**src/phy_stat_pkg.sv**
```systemverilog
// Register map, field positions and reset values for the status and enable bank
package phy_stat_pkg;
	localparam int          REG_AW            = 5;
	localparam int          REG_DW            = 16;
	localparam int          EVT_N             = 16;
	// Register offsets
	localparam logic [4:0]  OFF_LINK_REPORT   = 5'h11;
	localparam logic [4:0]  OFF_IRQ_ENABLE    = 5'h12;
	localparam logic [4:0]  OFF_EVT_STATUS    = 5'h13;
	localparam logic [4:0]  OFF_EVT_CLEAR     = 5'h1c;
	// Reset values
	localparam logic [15:0] RST_LINK_REPORT   = 16'h0000;
	localparam logic [15:0] RST_IRQ_ENABLE    = 16'h0000;
	localparam logic [15:0] RST_EVT_STATUS    = 16'h0000;
	// Status field positions
	localparam int          POS_SPEED_HI      = 15;
	localparam int          POS_SPEED_LO      = 14;
	localparam int          POS_DUPLEX        = 13;
	localparam int          POS_PAGE_RX       = 12;
	localparam int          POS_SETTLED       = 11;
	localparam int          POS_LINK_UP       = 10;
	localparam int          POS_XOVER_CD      = 9;
	localparam int          POS_XOVER_AB      = 8;
	localparam int          POS_DOWNSHIFT     = 7;
	localparam int          POS_SLEEP         = 6;
	localparam int          POS_POL_HI        = 5;
	localparam int          POS_POL_LO        = 2;
	localparam int          POS_TEN_POL       = 1;
	localparam int          POS_JABBER        = 0;
	// Speed codes; code 2'h3 is never reported
	localparam logic [1:0]  SPD_10            = 2'h0;
	localparam logic [1:0]  SPD_100           = 2'h1;
	localparam logic [1:0]  SPD_1000          = 2'h2;
	localparam logic [1:0]  SPD_RSVD          = 2'h3;
	// Event bit positions in the enable and status words
	localparam int          EV_NEG_FAULT      = 15;
	localparam int          EV_SPEED          = 14;
	localparam int          EV_DUPLEX         = 13;
	localparam int          EV_PAGE_RX        = 12;
	localparam int          EV_NEG_DONE       = 11;
	localparam int          EV_LINK           = 10;
	localparam int          EV_EEE            = 9;
	localparam int          EV_FALSE_CARRIER  = 8;
	localparam int          EV_ADC_FIFO       = 7;
	localparam int          EV_XOVER          = 6;
	localparam int          EV_DOWNSHIFT      = 5;
	localparam int          EV_SLEEP          = 4;
	localparam int          EV_WAKE_PACKET    = 3;
	localparam int          EV_MAC_BUFFER     = 2;
	localparam int          EV_POLARITY       = 1;
	localparam int          EV_JABBER         = 0;
endpackage

```
**src/sticky_latch.sv**
```systemverilog
// One latched-high bit: event sets it, a clear drops it, and the set wins
module sticky_latch (
	input  wire logic core_clk,
	input  wire logic rst,
	input  wire logic set_in,
	input  wire logic clr_in,
	output logic      flag_q
);
	typedef struct packed {
		logic flag;
	} latch_state_t;

	latch_state_t st_q;
	latch_state_t st_d;

	// Set has priority over a clear in the same cycle
	always_comb begin
		st_d = st_q;
		if (set_in) begin
			st_d.flag = 1'b1;
		end else if (clr_in) begin
			st_d.flag = 1'b0;
		end
	end

	always_ff @(posedge core_clk or posedge rst) begin
		if (rst) begin
			st_q <= '0;
		end else begin
			st_q <= st_d;
		end
	end

	assign flag_q = st_q.flag;

	property p_set_wins;
		@(posedge core_clk) disable iff (rst) set_in |=> flag_q;
	endproperty
	a_set_wins: assert property (p_set_wins) else $error("latched bit lost an event");
endmodule

```
**src/link_state_report_and_irq_enable_regs.sv**
```systemverilog
// Link state report, event enable, event status and interrupt for the PHY management space
// What this block does
// - Bits 15:14 report speed: 00 ten, 01 hundred, 10 gigabit; 11 never.
// - Bit 13 reads one for full duplex, zero for half duplex.
// - Bit 12 latches a received page until the status word is read.
// - Bit 11 is one when negotiation finished or is off.
// - Bit 10 follows the live link state.
// - Bit 7 shows gigabit abilities masked by downshift during negotiation only.
// - Bit 6 is one while the device sleeps.
// - Bits 5:2 flag reversed polarity for channels D, C, B, A.
// - Bit 1 is one for normal ten-megabit receive polarity.
// - Bit 0 is one while jabber is present.
// - Status word resets to zero and ignores writes.
// - Interrupt rises when an event occurs and its enable bit is set.
// - Enable bits are read-write, one enables, all zero after reset.
// - Enable bits 15 down to 0 map to the sixteen listed events.
// - Event status sets regardless of enable and clears when read.
module link_state_report_and_irq_enable_regs (
	input  wire logic                     core_clk,
	input  wire logic                     rst,
	input  wire logic [phy_stat_pkg::REG_AW-1:0] reg_addr,
	input  wire logic [phy_stat_pkg::REG_DW-1:0] reg_wdata,
	input  wire logic                     reg_wr,
	input  wire logic                     reg_rd,
	output logic [phy_stat_pkg::REG_DW-1:0]      reg_rdata,
	input  wire logic [1:0]               speed_code,
	input  wire logic                     full_half_indicator,
	input  wire logic                     page_rx_pulse,
	input  wire logic                     negotiation_settled,
	input  wire logic                     link_up,
	input  wire logic                     crossover_state_pairs_cd,
	input  wire logic                     crossover_state_pairs_ab,
	input  wire logic                     negotiating,
	input  wire logic                     downshift_masking_active,
	input  wire logic                     sleep_active,
	input  wire logic [3:0]               channel_polarity_reversed,
	input  wire logic                     ten_pol_normal,
	input  wire logic                     overlong_tx_detected,
	input  wire logic [phy_stat_pkg::EVT_N-1:0]  event_pulse,
	output logic [phy_stat_pkg::EVT_N-1:0]       event_irq_enable,
	output logic                          irq
);
	import phy_stat_pkg::*;

	// Every flip-flop of the bank apart from the sticky latches
	typedef struct packed {
		logic [EVT_N-1:0]  enable;
		logic [REG_DW-1:0] rdata;
		logic              sync1;
		logic              sync2;
		logic              sync3;
		logic              page_lvl;
	} bank_state_t;

	bank_state_t st_q;
	bank_state_t st_d;

	logic [REG_DW-1:0] live_word;
	logic [EVT_N-1:0]  evt_status;
	logic              page_flag;
	logic              rd_report;
	logic              rd_status;
	logic              wr_clear;
	logic [EVT_N-1:0]  evt_clr;
	logic              page_set;

	// Access decode
	always_comb begin
		rd_report = 1'b0;
		rd_status = 1'b0;
		wr_clear  = 1'b0;
		if (reg_rd && reg_addr == OFF_LINK_REPORT) begin
			rd_report = 1'b1;
		end else if (reg_rd && reg_addr == OFF_EVT_STATUS) begin
			rd_status = 1'b1;
		end else if (reg_wr && reg_addr == OFF_EVT_CLEAR) begin
			wr_clear = 1'b1;
		end
	end

	// Clear on read of the status word, or by a one written to the clear word
	assign evt_clr = rd_status ? {EVT_N{1'b1}} : (wr_clear ? reg_wdata : '0);

	// A new page counts once stages two and three agree high after an agreed low level
	assign page_set = st_q.sync2 & st_q.sync3 & ~st_q.page_lvl;

	// Page-received latch: a read of the report clears it, a page in that cycle wins
	sticky_latch u_page_latch (
		.core_clk (core_clk),
		.rst      (rst),
		.set_in   (page_set),
		.clr_in   (rd_report),
		.flag_q   (page_flag)
	);

	// Latched event status, one latch per event, set even when disabled
	genvar gi;
	generate
		for (gi = 0; gi < EVT_N; gi++) begin : g_evt
			sticky_latch u_evt (
				.core_clk (core_clk),
				.rst      (rst),
				.set_in   (event_pulse[gi]),
				.clr_in   (evt_clr[gi]),
				.flag_q   (evt_status[gi])
			);
		end
	endgenerate

	// Live status word assembly
	always_comb begin
		live_word                          = RST_LINK_REPORT;
		live_word[POS_SPEED_HI:POS_SPEED_LO] = (speed_code == SPD_RSVD) ? SPD_10 : speed_code;
		live_word[POS_DUPLEX]              = full_half_indicator;
		live_word[POS_PAGE_RX]             = page_flag;
		live_word[POS_SETTLED]             = negotiation_settled;
		live_word[POS_LINK_UP]             = link_up;
		live_word[POS_XOVER_CD]            = crossover_state_pairs_cd;
		live_word[POS_XOVER_AB]            = crossover_state_pairs_ab;
		live_word[POS_DOWNSHIFT]           = negotiating & downshift_masking_active;
		live_word[POS_SLEEP]               = sleep_active;
		live_word[POS_POL_HI:POS_POL_LO]   = channel_polarity_reversed;
		live_word[POS_TEN_POL]             = ten_pol_normal;
		live_word[POS_JABBER]              = overlong_tx_detected;
	end

	// Register next state: page synchroniser, enable writes, read data
	always_comb begin
		st_d       = st_q;
		st_d.rdata = '0;
		st_d.sync1 = page_rx_pulse;
		st_d.sync2 = st_q.sync1;
		st_d.sync3 = st_q.sync2;
		// The agreed level only moves when stages two and three agree
		if (st_q.sync2 == st_q.sync3) begin
			st_d.page_lvl = st_q.sync3;
		end
		if (reg_wr && reg_addr == OFF_IRQ_ENABLE) begin
			st_d.enable = reg_wdata;
		end
		// The report is read live, so the page bit returned is the one that the read clears
		if (reg_rd && reg_addr == OFF_LINK_REPORT) begin
			st_d.rdata = live_word;
		end else if (reg_rd && reg_addr == OFF_IRQ_ENABLE) begin
			st_d.rdata = st_q.enable;
		end else if (reg_rd && reg_addr == OFF_EVT_STATUS) begin
			st_d.rdata = evt_status;
		end
	end

	// State register; the reset branch loads constants only
	always_ff @(posedge core_clk or posedge rst) begin
		if (rst) begin
			st_q.enable   <= RST_IRQ_ENABLE;
			st_q.rdata    <= RST_LINK_REPORT;
			st_q.sync1    <= 1'b0;
			st_q.sync2    <= 1'b0;
			st_q.sync3    <= 1'b0;
			st_q.page_lvl <= 1'b0;
		end else begin
			st_q <= st_d;
		end
	end

	// Outputs: read data and enables from flip-flops, interrupt as a gated OR
	assign reg_rdata        = st_q.rdata;
	assign event_irq_enable = st_q.enable;
	assign irq              = |(evt_status & st_q.enable);

	// The reserved speed code never reaches the bus
	property p_speed_never_rsvd;
		@(posedge core_clk) disable iff (rst)
			rd_report |=> reg_rdata[POS_SPEED_HI:POS_SPEED_LO] != SPD_RSVD;
	endproperty
	a_speed_never_rsvd: assert property (p_speed_never_rsvd)
		else $error("reserved speed code read");

	// A legal speed code is reported as it stands
	property p_speed_follows;
		@(posedge core_clk) disable iff (rst)
			rd_report && speed_code != SPD_RSVD
			|=> reg_rdata[POS_SPEED_HI:POS_SPEED_LO] == $past(speed_code);
	endproperty
	a_speed_follows: assert property (p_speed_follows)
		else $error("speed field wrong");

	// Duplex bit follows the live duplex level
	property p_duplex_follows;
		@(posedge core_clk) disable iff (rst)
			rd_report |=> reg_rdata[POS_DUPLEX] == $past(full_half_indicator);
	endproperty
	a_duplex_follows: assert property (p_duplex_follows)
		else $error("duplex bit stale");

	// A detected page sets the latch
	property p_page_latches;
		@(posedge core_clk) disable iff (rst)
			page_set |=> page_flag;
	endproperty
	a_page_latches: assert property (p_page_latches)
		else $error("page not latched");

	// A latched page is returned by the read that clears it
	property p_page_reads;
		@(posedge core_clk) disable iff (rst)
			rd_report && page_flag |=> reg_rdata[POS_PAGE_RX];
	endproperty
	a_page_reads: assert property (p_page_reads)
		else $error("latched page not read");

	// A read of the report clears the page bit unless a new page arrives
	property p_page_clear_on_read;
		@(posedge core_clk) disable iff (rst)
			rd_report && !page_set |=> !page_flag;
	endproperty
	a_page_clear_on_read: assert property (p_page_clear_on_read)
		else $error("page bit not cleared");

	// Negotiation-settled bit follows its level
	property p_settled_follows;
		@(posedge core_clk) disable iff (rst)
			rd_report |=> reg_rdata[POS_SETTLED] == $past(negotiation_settled);
	endproperty
	a_settled_follows: assert property (p_settled_follows)
		else $error("settled bit stale");

	// Link bit follows the live link level
	property p_link_follows;
		@(posedge core_clk) disable iff (rst)
			rd_report |=> reg_rdata[POS_LINK_UP] == $past(link_up);
	endproperty
	a_link_follows: assert property (p_link_follows)
		else $error("link bit stale");

	// Crossover bits follow their levels
	property p_xover_follows;
		@(posedge core_clk) disable iff (rst)
			rd_report |=> reg_rdata[POS_XOVER_CD] == $past(crossover_state_pairs_cd)
				&& reg_rdata[POS_XOVER_AB] == $past(crossover_state_pairs_ab);
	endproperty
	a_xover_follows: assert property (p_xover_follows)
		else $error("crossover bits stale");

	// Downshift bit stays low outside negotiation
	property p_downshift_only_neg;
		@(posedge core_clk) disable iff (rst)
			rd_report && !negotiating |=> !reg_rdata[POS_DOWNSHIFT];
	endproperty
	a_downshift_only_neg: assert property (p_downshift_only_neg)
		else $error("downshift outside negotiation");

	// Sleep bit follows the power state
	property p_sleep_follows;
		@(posedge core_clk) disable iff (rst)
			rd_report |=> reg_rdata[POS_SLEEP] == $past(sleep_active);
	endproperty
	a_sleep_follows: assert property (p_sleep_follows)
		else $error("sleep bit stale");

	// Channel polarity bits follow their levels, D at the top
	property p_polarity_follows;
		@(posedge core_clk) disable iff (rst)
			rd_report |=> reg_rdata[POS_POL_HI:POS_POL_LO] == $past(channel_polarity_reversed);
	endproperty
	a_polarity_follows: assert property (p_polarity_follows)
		else $error("channel polarity stale");

	// Ten-megabit polarity bit reads one for normal polarity
	property p_ten_pol_follows;
		@(posedge core_clk) disable iff (rst)
			rd_report |=> reg_rdata[POS_TEN_POL] == $past(ten_pol_normal);
	endproperty
	a_ten_pol_follows: assert property (p_ten_pol_follows)
		else $error("ten polarity stale");

	// Jabber bit follows its level
	property p_jabber_follows;
		@(posedge core_clk) disable iff (rst)
			rd_report |=> reg_rdata[POS_JABBER] == $past(overlong_tx_detected);
	endproperty
	a_jabber_follows: assert property (p_jabber_follows)
		else $error("jabber bit stale");

	// Read data is zero outside the answer cycle
	property p_rdata_idle;
		@(posedge core_clk) disable iff (rst)
			!reg_rd |=> reg_rdata == '0;
	endproperty
	a_rdata_idle: assert property (p_rdata_idle)
		else $error("read data not idle");

	// Unmapped offsets read as zero
	property p_unmapped_read;
		@(posedge core_clk) disable iff (rst)
			reg_rd && reg_addr != OFF_LINK_REPORT && reg_addr != OFF_IRQ_ENABLE
				&& reg_addr != OFF_EVT_STATUS |=> reg_rdata == '0;
	endproperty
	a_unmapped_read: assert property (p_unmapped_read)
		else $error("unmapped read not zero");

	// A write to the enable word lands in the next cycle
	property p_enable_write;
		@(posedge core_clk) disable iff (rst)
			reg_wr && reg_addr == OFF_IRQ_ENABLE |=> event_irq_enable == $past(reg_wdata);
	endproperty
	a_enable_write: assert property (p_enable_write)
		else $error("enable write lost");

	// The enable word changes only by a write to it
	property p_enable_holds;
		@(posedge core_clk) disable iff (rst)
			!(reg_wr && reg_addr == OFF_IRQ_ENABLE) |=> $stable(event_irq_enable);
	endproperty
	a_enable_holds: assert property (p_enable_holds)
		else $error("enable word changed");

	// Enable read returns the enable word
	property p_enable_read;
		@(posedge core_clk) disable iff (rst)
			reg_rd && reg_addr == OFF_IRQ_ENABLE |=> reg_rdata == $past(event_irq_enable);
	endproperty
	a_enable_read: assert property (p_enable_read)
		else $error("enable read wrong");

	// An enabled event raises the interrupt in the next cycle
	property p_irq_rises;
		@(posedge core_clk) disable iff (rst)
			(event_pulse & event_irq_enable) != '0 && !(reg_wr && reg_addr == OFF_IRQ_ENABLE)
			|=> irq;
	endproperty
	a_irq_rises: assert property (p_irq_rises)
		else $error("enabled event gave no irq");

	// Every event bit latches, enabled or not
	property p_event_latches;
		@(posedge core_clk) disable iff (rst)
			event_pulse != '0 |=> (evt_status & $past(event_pulse)) == $past(event_pulse) [*1];
	endproperty
	a_event_latches: assert property (p_event_latches)
		else $error("event not latched");

	// A read of the event status clears it when no event arrives
	property p_status_read_clears;
		@(posedge core_clk) disable iff (rst)
			rd_status && event_pulse == '0 |=> evt_status == '0;
	endproperty
	a_status_read_clears: assert property (p_status_read_clears)
		else $error("status not cleared by read");

	// Ones written to the clear word drop those bits
	property p_clear_write;
		@(posedge core_clk) disable iff (rst)
			wr_clear && (event_pulse & reg_wdata) == '0
			|=> (evt_status & $past(reg_wdata)) == '0;
	endproperty
	a_clear_write: assert property (p_clear_write)
		else $error("clear write ignored");

	// The interrupt stays up while nothing clears and the enables hold
	property p_irq_holds;
		@(posedge core_clk) disable iff (rst)
			irq && !rd_status && !wr_clear && !(reg_wr && reg_addr == OFF_IRQ_ENABLE) |=> irq;
	endproperty
	a_irq_holds: assert property (p_irq_holds)
		else $error("irq dropped early");

	// Clearing every pending bit drops the interrupt
	property p_read_clears_irq;
		@(posedge core_clk) disable iff (rst)
			rd_status && event_pulse == '0 |=> !irq;
	endproperty
	a_read_clears_irq: assert property (p_read_clears_irq)
		else $error("irq stuck after clear");
endmodule

```
**config.mk**
```make
export PLATFORM = sky130hd
export DESIGN_NAME = link_state_report_and_irq_enable_regs
export DESIGN_NICKNAME = d
export VERILOG_FILES = /design/src/phy_stat_pkg.sv /design/src/sticky_latch.sv /design/src/link_state_report_and_irq_enable_regs.sv
export SDC_FILE = /design/constraint.sdc
export NUM_CORES = 1
export LEC_CHECK = 0
export BUFFER_PORTS_ARGS = -buffer_cell sky130_fd_sc_hd__clkbuf_2
export CORE_MARGIN = 2
export CORE_UTILIZATION = 54
export DETAILED_ROUTE_END_ITERATION = 10
export PLACE_DENSITY_LB_ADDON = 0.2
export SYNTH_ARGS = -nofsm -noshare
export SYNTH_HDL_FRONTEND = slang
export SYNTH_SLANG_ARGS = --single-unit
```
**constraint.sdc**
```tcl
create_clock -name core_clk -period 3.3 [get_ports core_clk]
set_input_delay 0.66 -clock core_clk [delete_from_list [all_inputs] [get_ports core_clk]]
set_output_delay 0.66 -clock core_clk [all_outputs]
set_load 0.01 [all_outputs]
```
==> impl_metrics.json, run 1 <==
{
  "status": "finished clean",
  "rows": 25,
  "final.setup.worst_slack_ps": 1020,
  "clock_path_buffers": 2,
  "cap_violations": 0,
  "gr-max-usage-layer": "met2",
  "pin_count": 91,
  "wl_microns": 5820,
  "ys_warn_count": 0,
  "yosys_most_used_dff": "dfrtp_1",
  "place_inst": 306,
  "critical_path_class": "flip-flop to output port",
  "vdd_ir_drop_max_mv": 0.255,
  "finalNonFillerCells": 313,
  "grt_remaining_overflow": 0,
  "crit_required_ps": 2640,
  "max_freq_mhz": 438,
  "hp-start": "st_d[2]$_DFF_PP0_",
  "critical_path.top_delay_family": "compound AO/OA/AOI/OAI gates",
  "ff_latch_area_sq_um": 1330,
  "cts_buffers": 5,
  "root_buffer": "clkbuf_8",
  "antenna_found_initial": 0,
  "totalPowerFinal_mw": 1.43,
  "yosysSeqAreaShare": 0.510,
  "p_per_area_nw_per_um2": 489,
  "cts_tree": "done",
  "netlist_area_sq_um": 2600,
  "critical-path-max-stage-delay_ps": 420,
  "ctsResizeCount": 0,
  "grt_setup_unrepaired": "false",
  "wl_per_cell_microns": 18.6,
  "grt_pass1_vias": 1739,
  "clock_skew_ps": 8.71,
  "grt_max_degree": 54,
  "whs_ps": 376,
  "synth_area_leaders": "dfrtp_1 (51%), buf_4 (9.2%), mux2i_1 (6.2%)",
  "setup-tns-final_ps": 0,
  "min_period_over_period": 0.691,
  "preCtsSetupSlack_ps": 1040,
  "hp-class": "flip-flop to flip-flop",
  "cp_num_buf_inv": 1,
  "drc": 0,
  "synth_cell_types": 28,
  "cts_hold_buf": 0,
  "setup_viol": 0,
  "finalCriticalPeriod_ps": 2280,
  "syn_nets": 263,
  "startpoint_type": "flip-flop",
  "fp.dieW_microns": 73.4,
  "slew_headroom": 0.271,
  "drive_gt1_frac": 0.436,
  "dr.pass1.iters": 6,
  "initialDrtViolationCount": 137,
  "syn_avg_cell_area_sq_um": 12.7,
  "insertion_delay_ps": 300,
  "clk_pin_slew_worst_paths_ps": 100,
  "hold_viol": 0,
  "crit_fanout": 4,
  "die-area_sq_um": 5390,
  "antenna_cells": 0,
  "drv_slew": 0,
  "final_antenna_net_count": 0,
  "ys_seq_elements": 53,
  "post_cts_buffers": 0,
  "grtUsageMet3": 0.0590,
  "gp_congestion": 0.732,
  "cts_sinks": 53,
  "regToRegStartpoint": "st_q[1]$_DFF_PP0_",
  "async_reset_ff_frac": 1.00,
  "vias": 1802,
  "syn_inst": 204,
  "yosysTopAreaCell": "dfrtp_1",
  "cts_max_level": 2,
  "core_area_sq_um": 4690,
  "n_fill_cell": 380,
  "track_usage": 0.225,
  "startpoint": "event_irq_enable[4]$_DFFE_PP0P_",
  "dp_hpwl_microns": 4020,
  "crit_path_end_kind": "output port",
  "port_buffers": 90,
  "avgViaCountPerCell": 5.76,
  "cp_slowest_cell": "dfrtp_1",
  "grt_pass1_wl_microns": 8940,
  "use_met1": 0.327,
  "met2_usage": 0.330,
  "num-nets-final": 318,
  "crit_chain": "a22o_1 -> a221oi_1 -> nand4_1 -> clkbuf_2",
  "multiInputGateArea_sq_um": 945,
  "start_util": 0.554,
  "synthToLayoutAreaGrowth_pct": 12.4,
  "tightest_slew_ps": 1090,
  "post-synth-top-area-fraction": 0.510,
  "synth_edf_count": 0,
  "die_h_microns": 73.4,
  "cp.arrival_ps": 1620,
  "p_leak_nw": 1.42
}
placed cells by master (no fill, tap or decap), types with 2 or more instances in the layout:
cell type	Yosys	final
a221oi_1	4	4
a22o_1	5	5
a31o_1	16	16
buf_4	32	2
clkbuf_2	0	90
clkbuf_8	0	5
dfrtp_1	53	53
inv_1	4	3
mux2_1	6	6
mux2_4	10	10
mux2i_1	16	16
nand4_1	18	18
o2bb2ai_1	13	13
o32ai_1	2	2
power breakdown:
part | switching [mW] | internal (mW)
clock | 0.207 | 0.221
sequential | 0.0498 | 0.699
combinational | 0.120 | 0.133
total | 0.376 | 1.05
per-layer routing:
metal | wire (microns) | vias up
met4 | 63 | 0
met1 | 2750 | 866
li1 | - | 847
met3 | 391 | 6
met2 | 2620 | 83
met5 | 0 | -
Yosys cell counts (2+ instances only):
library cell	instances
o2bb2ai_1	13
inv_1	4
mux2_1	6
nand4_1	18
a31o_1	16
buf_6	3
clkbuf_1	4
a221oi_1	4
dfrtp_1	53
a22o_1	5
o32ai_1	2
mux2i_1	16
mux2_4	10
buf_2	5
buf_4	32
logic make-up (layout without fill, tap and decap cells):
family          Yosys count  count (layout)  share of synthesized area
compound gates           41              41                      0.137
fa+ha+maj                 1               1                    0.00481
buf+inv                  48             103                      0.127
flops                    53              53                      0.510
mux                      33              33                      0.150
simple gates             28              28                     0.0717
stage by stage:
stage | instance area, sq um | util
global placement | 2820 | 0.601
CTS | 2920 | 0.623
detailed placement | 2820 | 0.601
floorplan | 2600 | -
finish | 2920 | 0.623
global route | 2920 | 0.623
area by class of cell:
| type | instances | share of cell area |
|---|---|---|
| Multi-Input combinational cell | 103 | 0.323 |
| Clock buffer | 5 | 0.0235 |
| Clock inverter | 2 | 0.0120 |
| Inverter | 4 | 0.00514 |
| Timing Repair Buffer | 92 | 0.159 |
| Sequential cell | 53 | 0.454 |
| Tap cell | 54 | 0.0231 |
registers in the layout, summed over array words and instances (netlist names):
name	flops
event_irq_enable	16
g_evt.u_evt.flag_q	16
reg_rdata	16
st_d	2
st_q	2
u_page_latch.flag_q	1
path summary, 6_finish.rpt:
check | end | slack, ps | depth (start not counted)
setup reg to reg | st_q[0]$_DFFE_PP0N_ | 2190 | 2
min in group asynchronous | reg_rdata[6]$_DFF_PP0_ | 610 | 2
setup / recovery | irq | 1020 | 4
max in group asynchronous | event_irq_enable[15]$_DFFE_PP0P_ | 2020 | 2
hold reg to reg | st_d[1]$_DFF_PP0_ | 380 | 0
hold / removal | st_d[1]$_DFF_PP0_ | 380 | 0
Note: power is estimated with default switching activity, not from simulation.
==> run 2, diff against run 1 <==
--- a/config.mk
+++ b/config.mk
@@ -7,7 +7,7 @@
 export LEC_CHECK = 0
 export BUFFER_PORTS_ARGS = -buffer_cell sky130_fd_sc_hd__clkbuf_2
 export CORE_MARGIN = 2
-export CORE_UTILIZATION = 54
+export CORE_UTILIZATION = 45
 export DETAILED_ROUTE_END_ITERATION = 10
 export PLACE_DENSITY_LB_ADDON = 0.2
 export SYNTH_ARGS = -nofsm -noshare
==> constraint.sdc (replaced) <==
create_clock -name core_clk -period 2 [get_ports core_clk]
set_input_delay 0.4 -clock core_clk [delete_from_list [all_inputs] [get_ports core_clk]]
set_output_delay 0.4 -clock core_clk [all_outputs]
set_load 0.01 [all_outputs]
==> impl_metrics.json, run 2 (same netlist as run 1, synthesis figures left out) <==
{
  "status": "finished clean",
  "max_freq_mhz": 520,
  "num-nets-final": 329,
  "drc": 0,
  "crit_chain": "a22o_1 -> a221oi_2 -> nand4_1 -> clkbuf_2",
  "cp.arrival_ps": 1520,
  "crit_required_ps": 1600,
  "core_area_sq_um": 5540,
  "slew_headroom": 0.781,
  "place_inst": 334,
  "antenna_cells": 0,
  "drive_gt1_frac": 0.472,
  "dp_hpwl_microns": 4440,
  "grt_max_degree": 54,
  "cts_buffers": 5,
  "dr.pass1.iters": 4,
  "clk_pin_slew_worst_paths_ps": 100,
  "cts_tree": "done",
  "crit_path_end_kind": "output port",
  "die_h_microns": 80.0,
  "gp_congestion": 0.814,
  "insertion_delay_ps": 310,
  "cap_violations": 0,
  "final_antenna_net_count": 0,
  "cts_max_level": 2,
  "track_usage": 0.197,
  "grt_remaining_overflow": 0,
  "grt_pass1_wl_microns": 9510,
  "rows": 27,
  "die-area_sq_um": 6400,
  "regToRegStartpoint": "st_q[1]$_DFF_PP0_",
  "clock_path_buffers": 2,
  "pin_count": 91,
  "min_period_over_period": 0.962,
  "met1_length_microns": 2760,
  "rr_worst_depth": 2,
  "post_dp_cell_area_sq_um": 2930,
  "fp.dieW_microns": 80.0,
  "tightest_slew_ps": 329,
  "finalCriticalPeriod_ps": 1920,
  "reg2reg_slack_ps": 890,
  "startpoint_type": "flip-flop",
  "wl_met3_microns": 329,
  "hold_viol": 0,
  "antenna_found_initial": 0,
  "whs_ps": 107,
  "p_per_area_nw_per_um2": 821,
  "setup_viol": 0,
  "wl_met2_microns": 2890,
  "clock_skew_ps": 4.91,
  "critical_path.top_delay_family": "compound AO/OA/AOI/OAI gates",
  "finalNonFillerCells": 343,
  "p_leak_nw": 1.49,
  "final_common_cell": "clkbuf_2",
  "root_buffer": "clkbuf_8",
  "final_core_util": 0.558,
  "grt_setup_unrepaired": "false",
  "vdd_ir_drop_max_mv": 0.423,
  "cp_slowest_cell": "dfrtp_1",
  "cts_sinks": 53,
  "cp_num_buf_inv": 1,
  "top_layer": "met4",
  "hp-class": "primary input to asynchronous set/reset pin",
  "final_cell_area_sq_um": 3090,
  "final.setup.worst_slack_ps": 75.7,
  "synthToLayoutAreaGrowth_pct": 18.8,
  "initialDrtViolationCount": 119,
  "start_util": 0.469,
  "grt_pass1_vias": 1869,
  "mostFrequentLayoutCells": "clkbuf_2 (90), dfrtp_1 (53), nand4_1 (18)",
  "crit_fanout": 3,
  "wl_microns": 6050,
  "r2r_end": "st_q[0]$_DFFE_PP0N_",
  "preCtsSetupSlack_ps": 280,
  "wl_per_cell_microns": 17.6,
  "drv_slew": 0,
  "setup-tns-final_ps": 0,
  "critical-path-max-stage-delay_ps": 410,
  "totalPowerFinal_mw": 2.54,
  "avgViaCountPerCell": 5.39,
  "critical_path_class": "flip-flop to output port",
  "port_buffers": 90,
  "vias": 1848
}
==> run 2: worst max path at each step <==
stage / startpoint / end / slack (ps) / cells after the start
after CTS: event_irq_enable[4]$_DFFE_PP0P_ / irq / 40 / 4
after global placement: event_irq_enable[4]$_DFFE_PP0P_ / irq / 270 / 4
after detailed placement: event_irq_enable[4]$_DFFE_PP0P_ / irq / 280 / 4
final: event_irq_enable[4]$_DFFE_PP0P_ / irq / 80 / 4
after global routing: event_irq_enable[4]$_DFFE_PP0P_ / irq / 20 / 4
after floorplan: rst / event_irq_enable[0]$_DFFE_PP0P_ / 310 / 1
==> run 2: what timing repair did <==
action                     in CTS  in global routing
gates resized for setup         2                  1
pin swaps                       0                  1
setup buffers                   0                  1
hold buffers                    0                  0
setup endpoints to repair       1                  1
==> run 2: tightest hold or removal path: cells and delay by family <==
kind | cells | cell delay (ps)
buffers and inverters | 3 | 410
==> run 2: cell type report <==
type	count	area (sq um)
clock buffers	5	68.8
fillers	515	2450
repair buffers	103	561
multi-input cells	103	963
inverters	4	15.0
well taps	72	90.1
clock inverters	3	65.1
flip-flops and latches	53	1330
==> run 2: power breakdown <==
part / leakage, nW / internal, mW / total (mW) / switching (mW)
logic: 0.802 / 0.242 / 0.448 / 0.206
clock network: 0.0681 / 0.497 / 0.845 / 0.348
registers: 0.625 / 1.15 / 1.24 / 0.0904
==> run 2: metal layers <==
layer,GRT usage,vias to the layer above
met2,0.318,60
met5,0,-
met1,0.267,909
met3,0.0475,9
li1,-,870
met4,0.0508,0
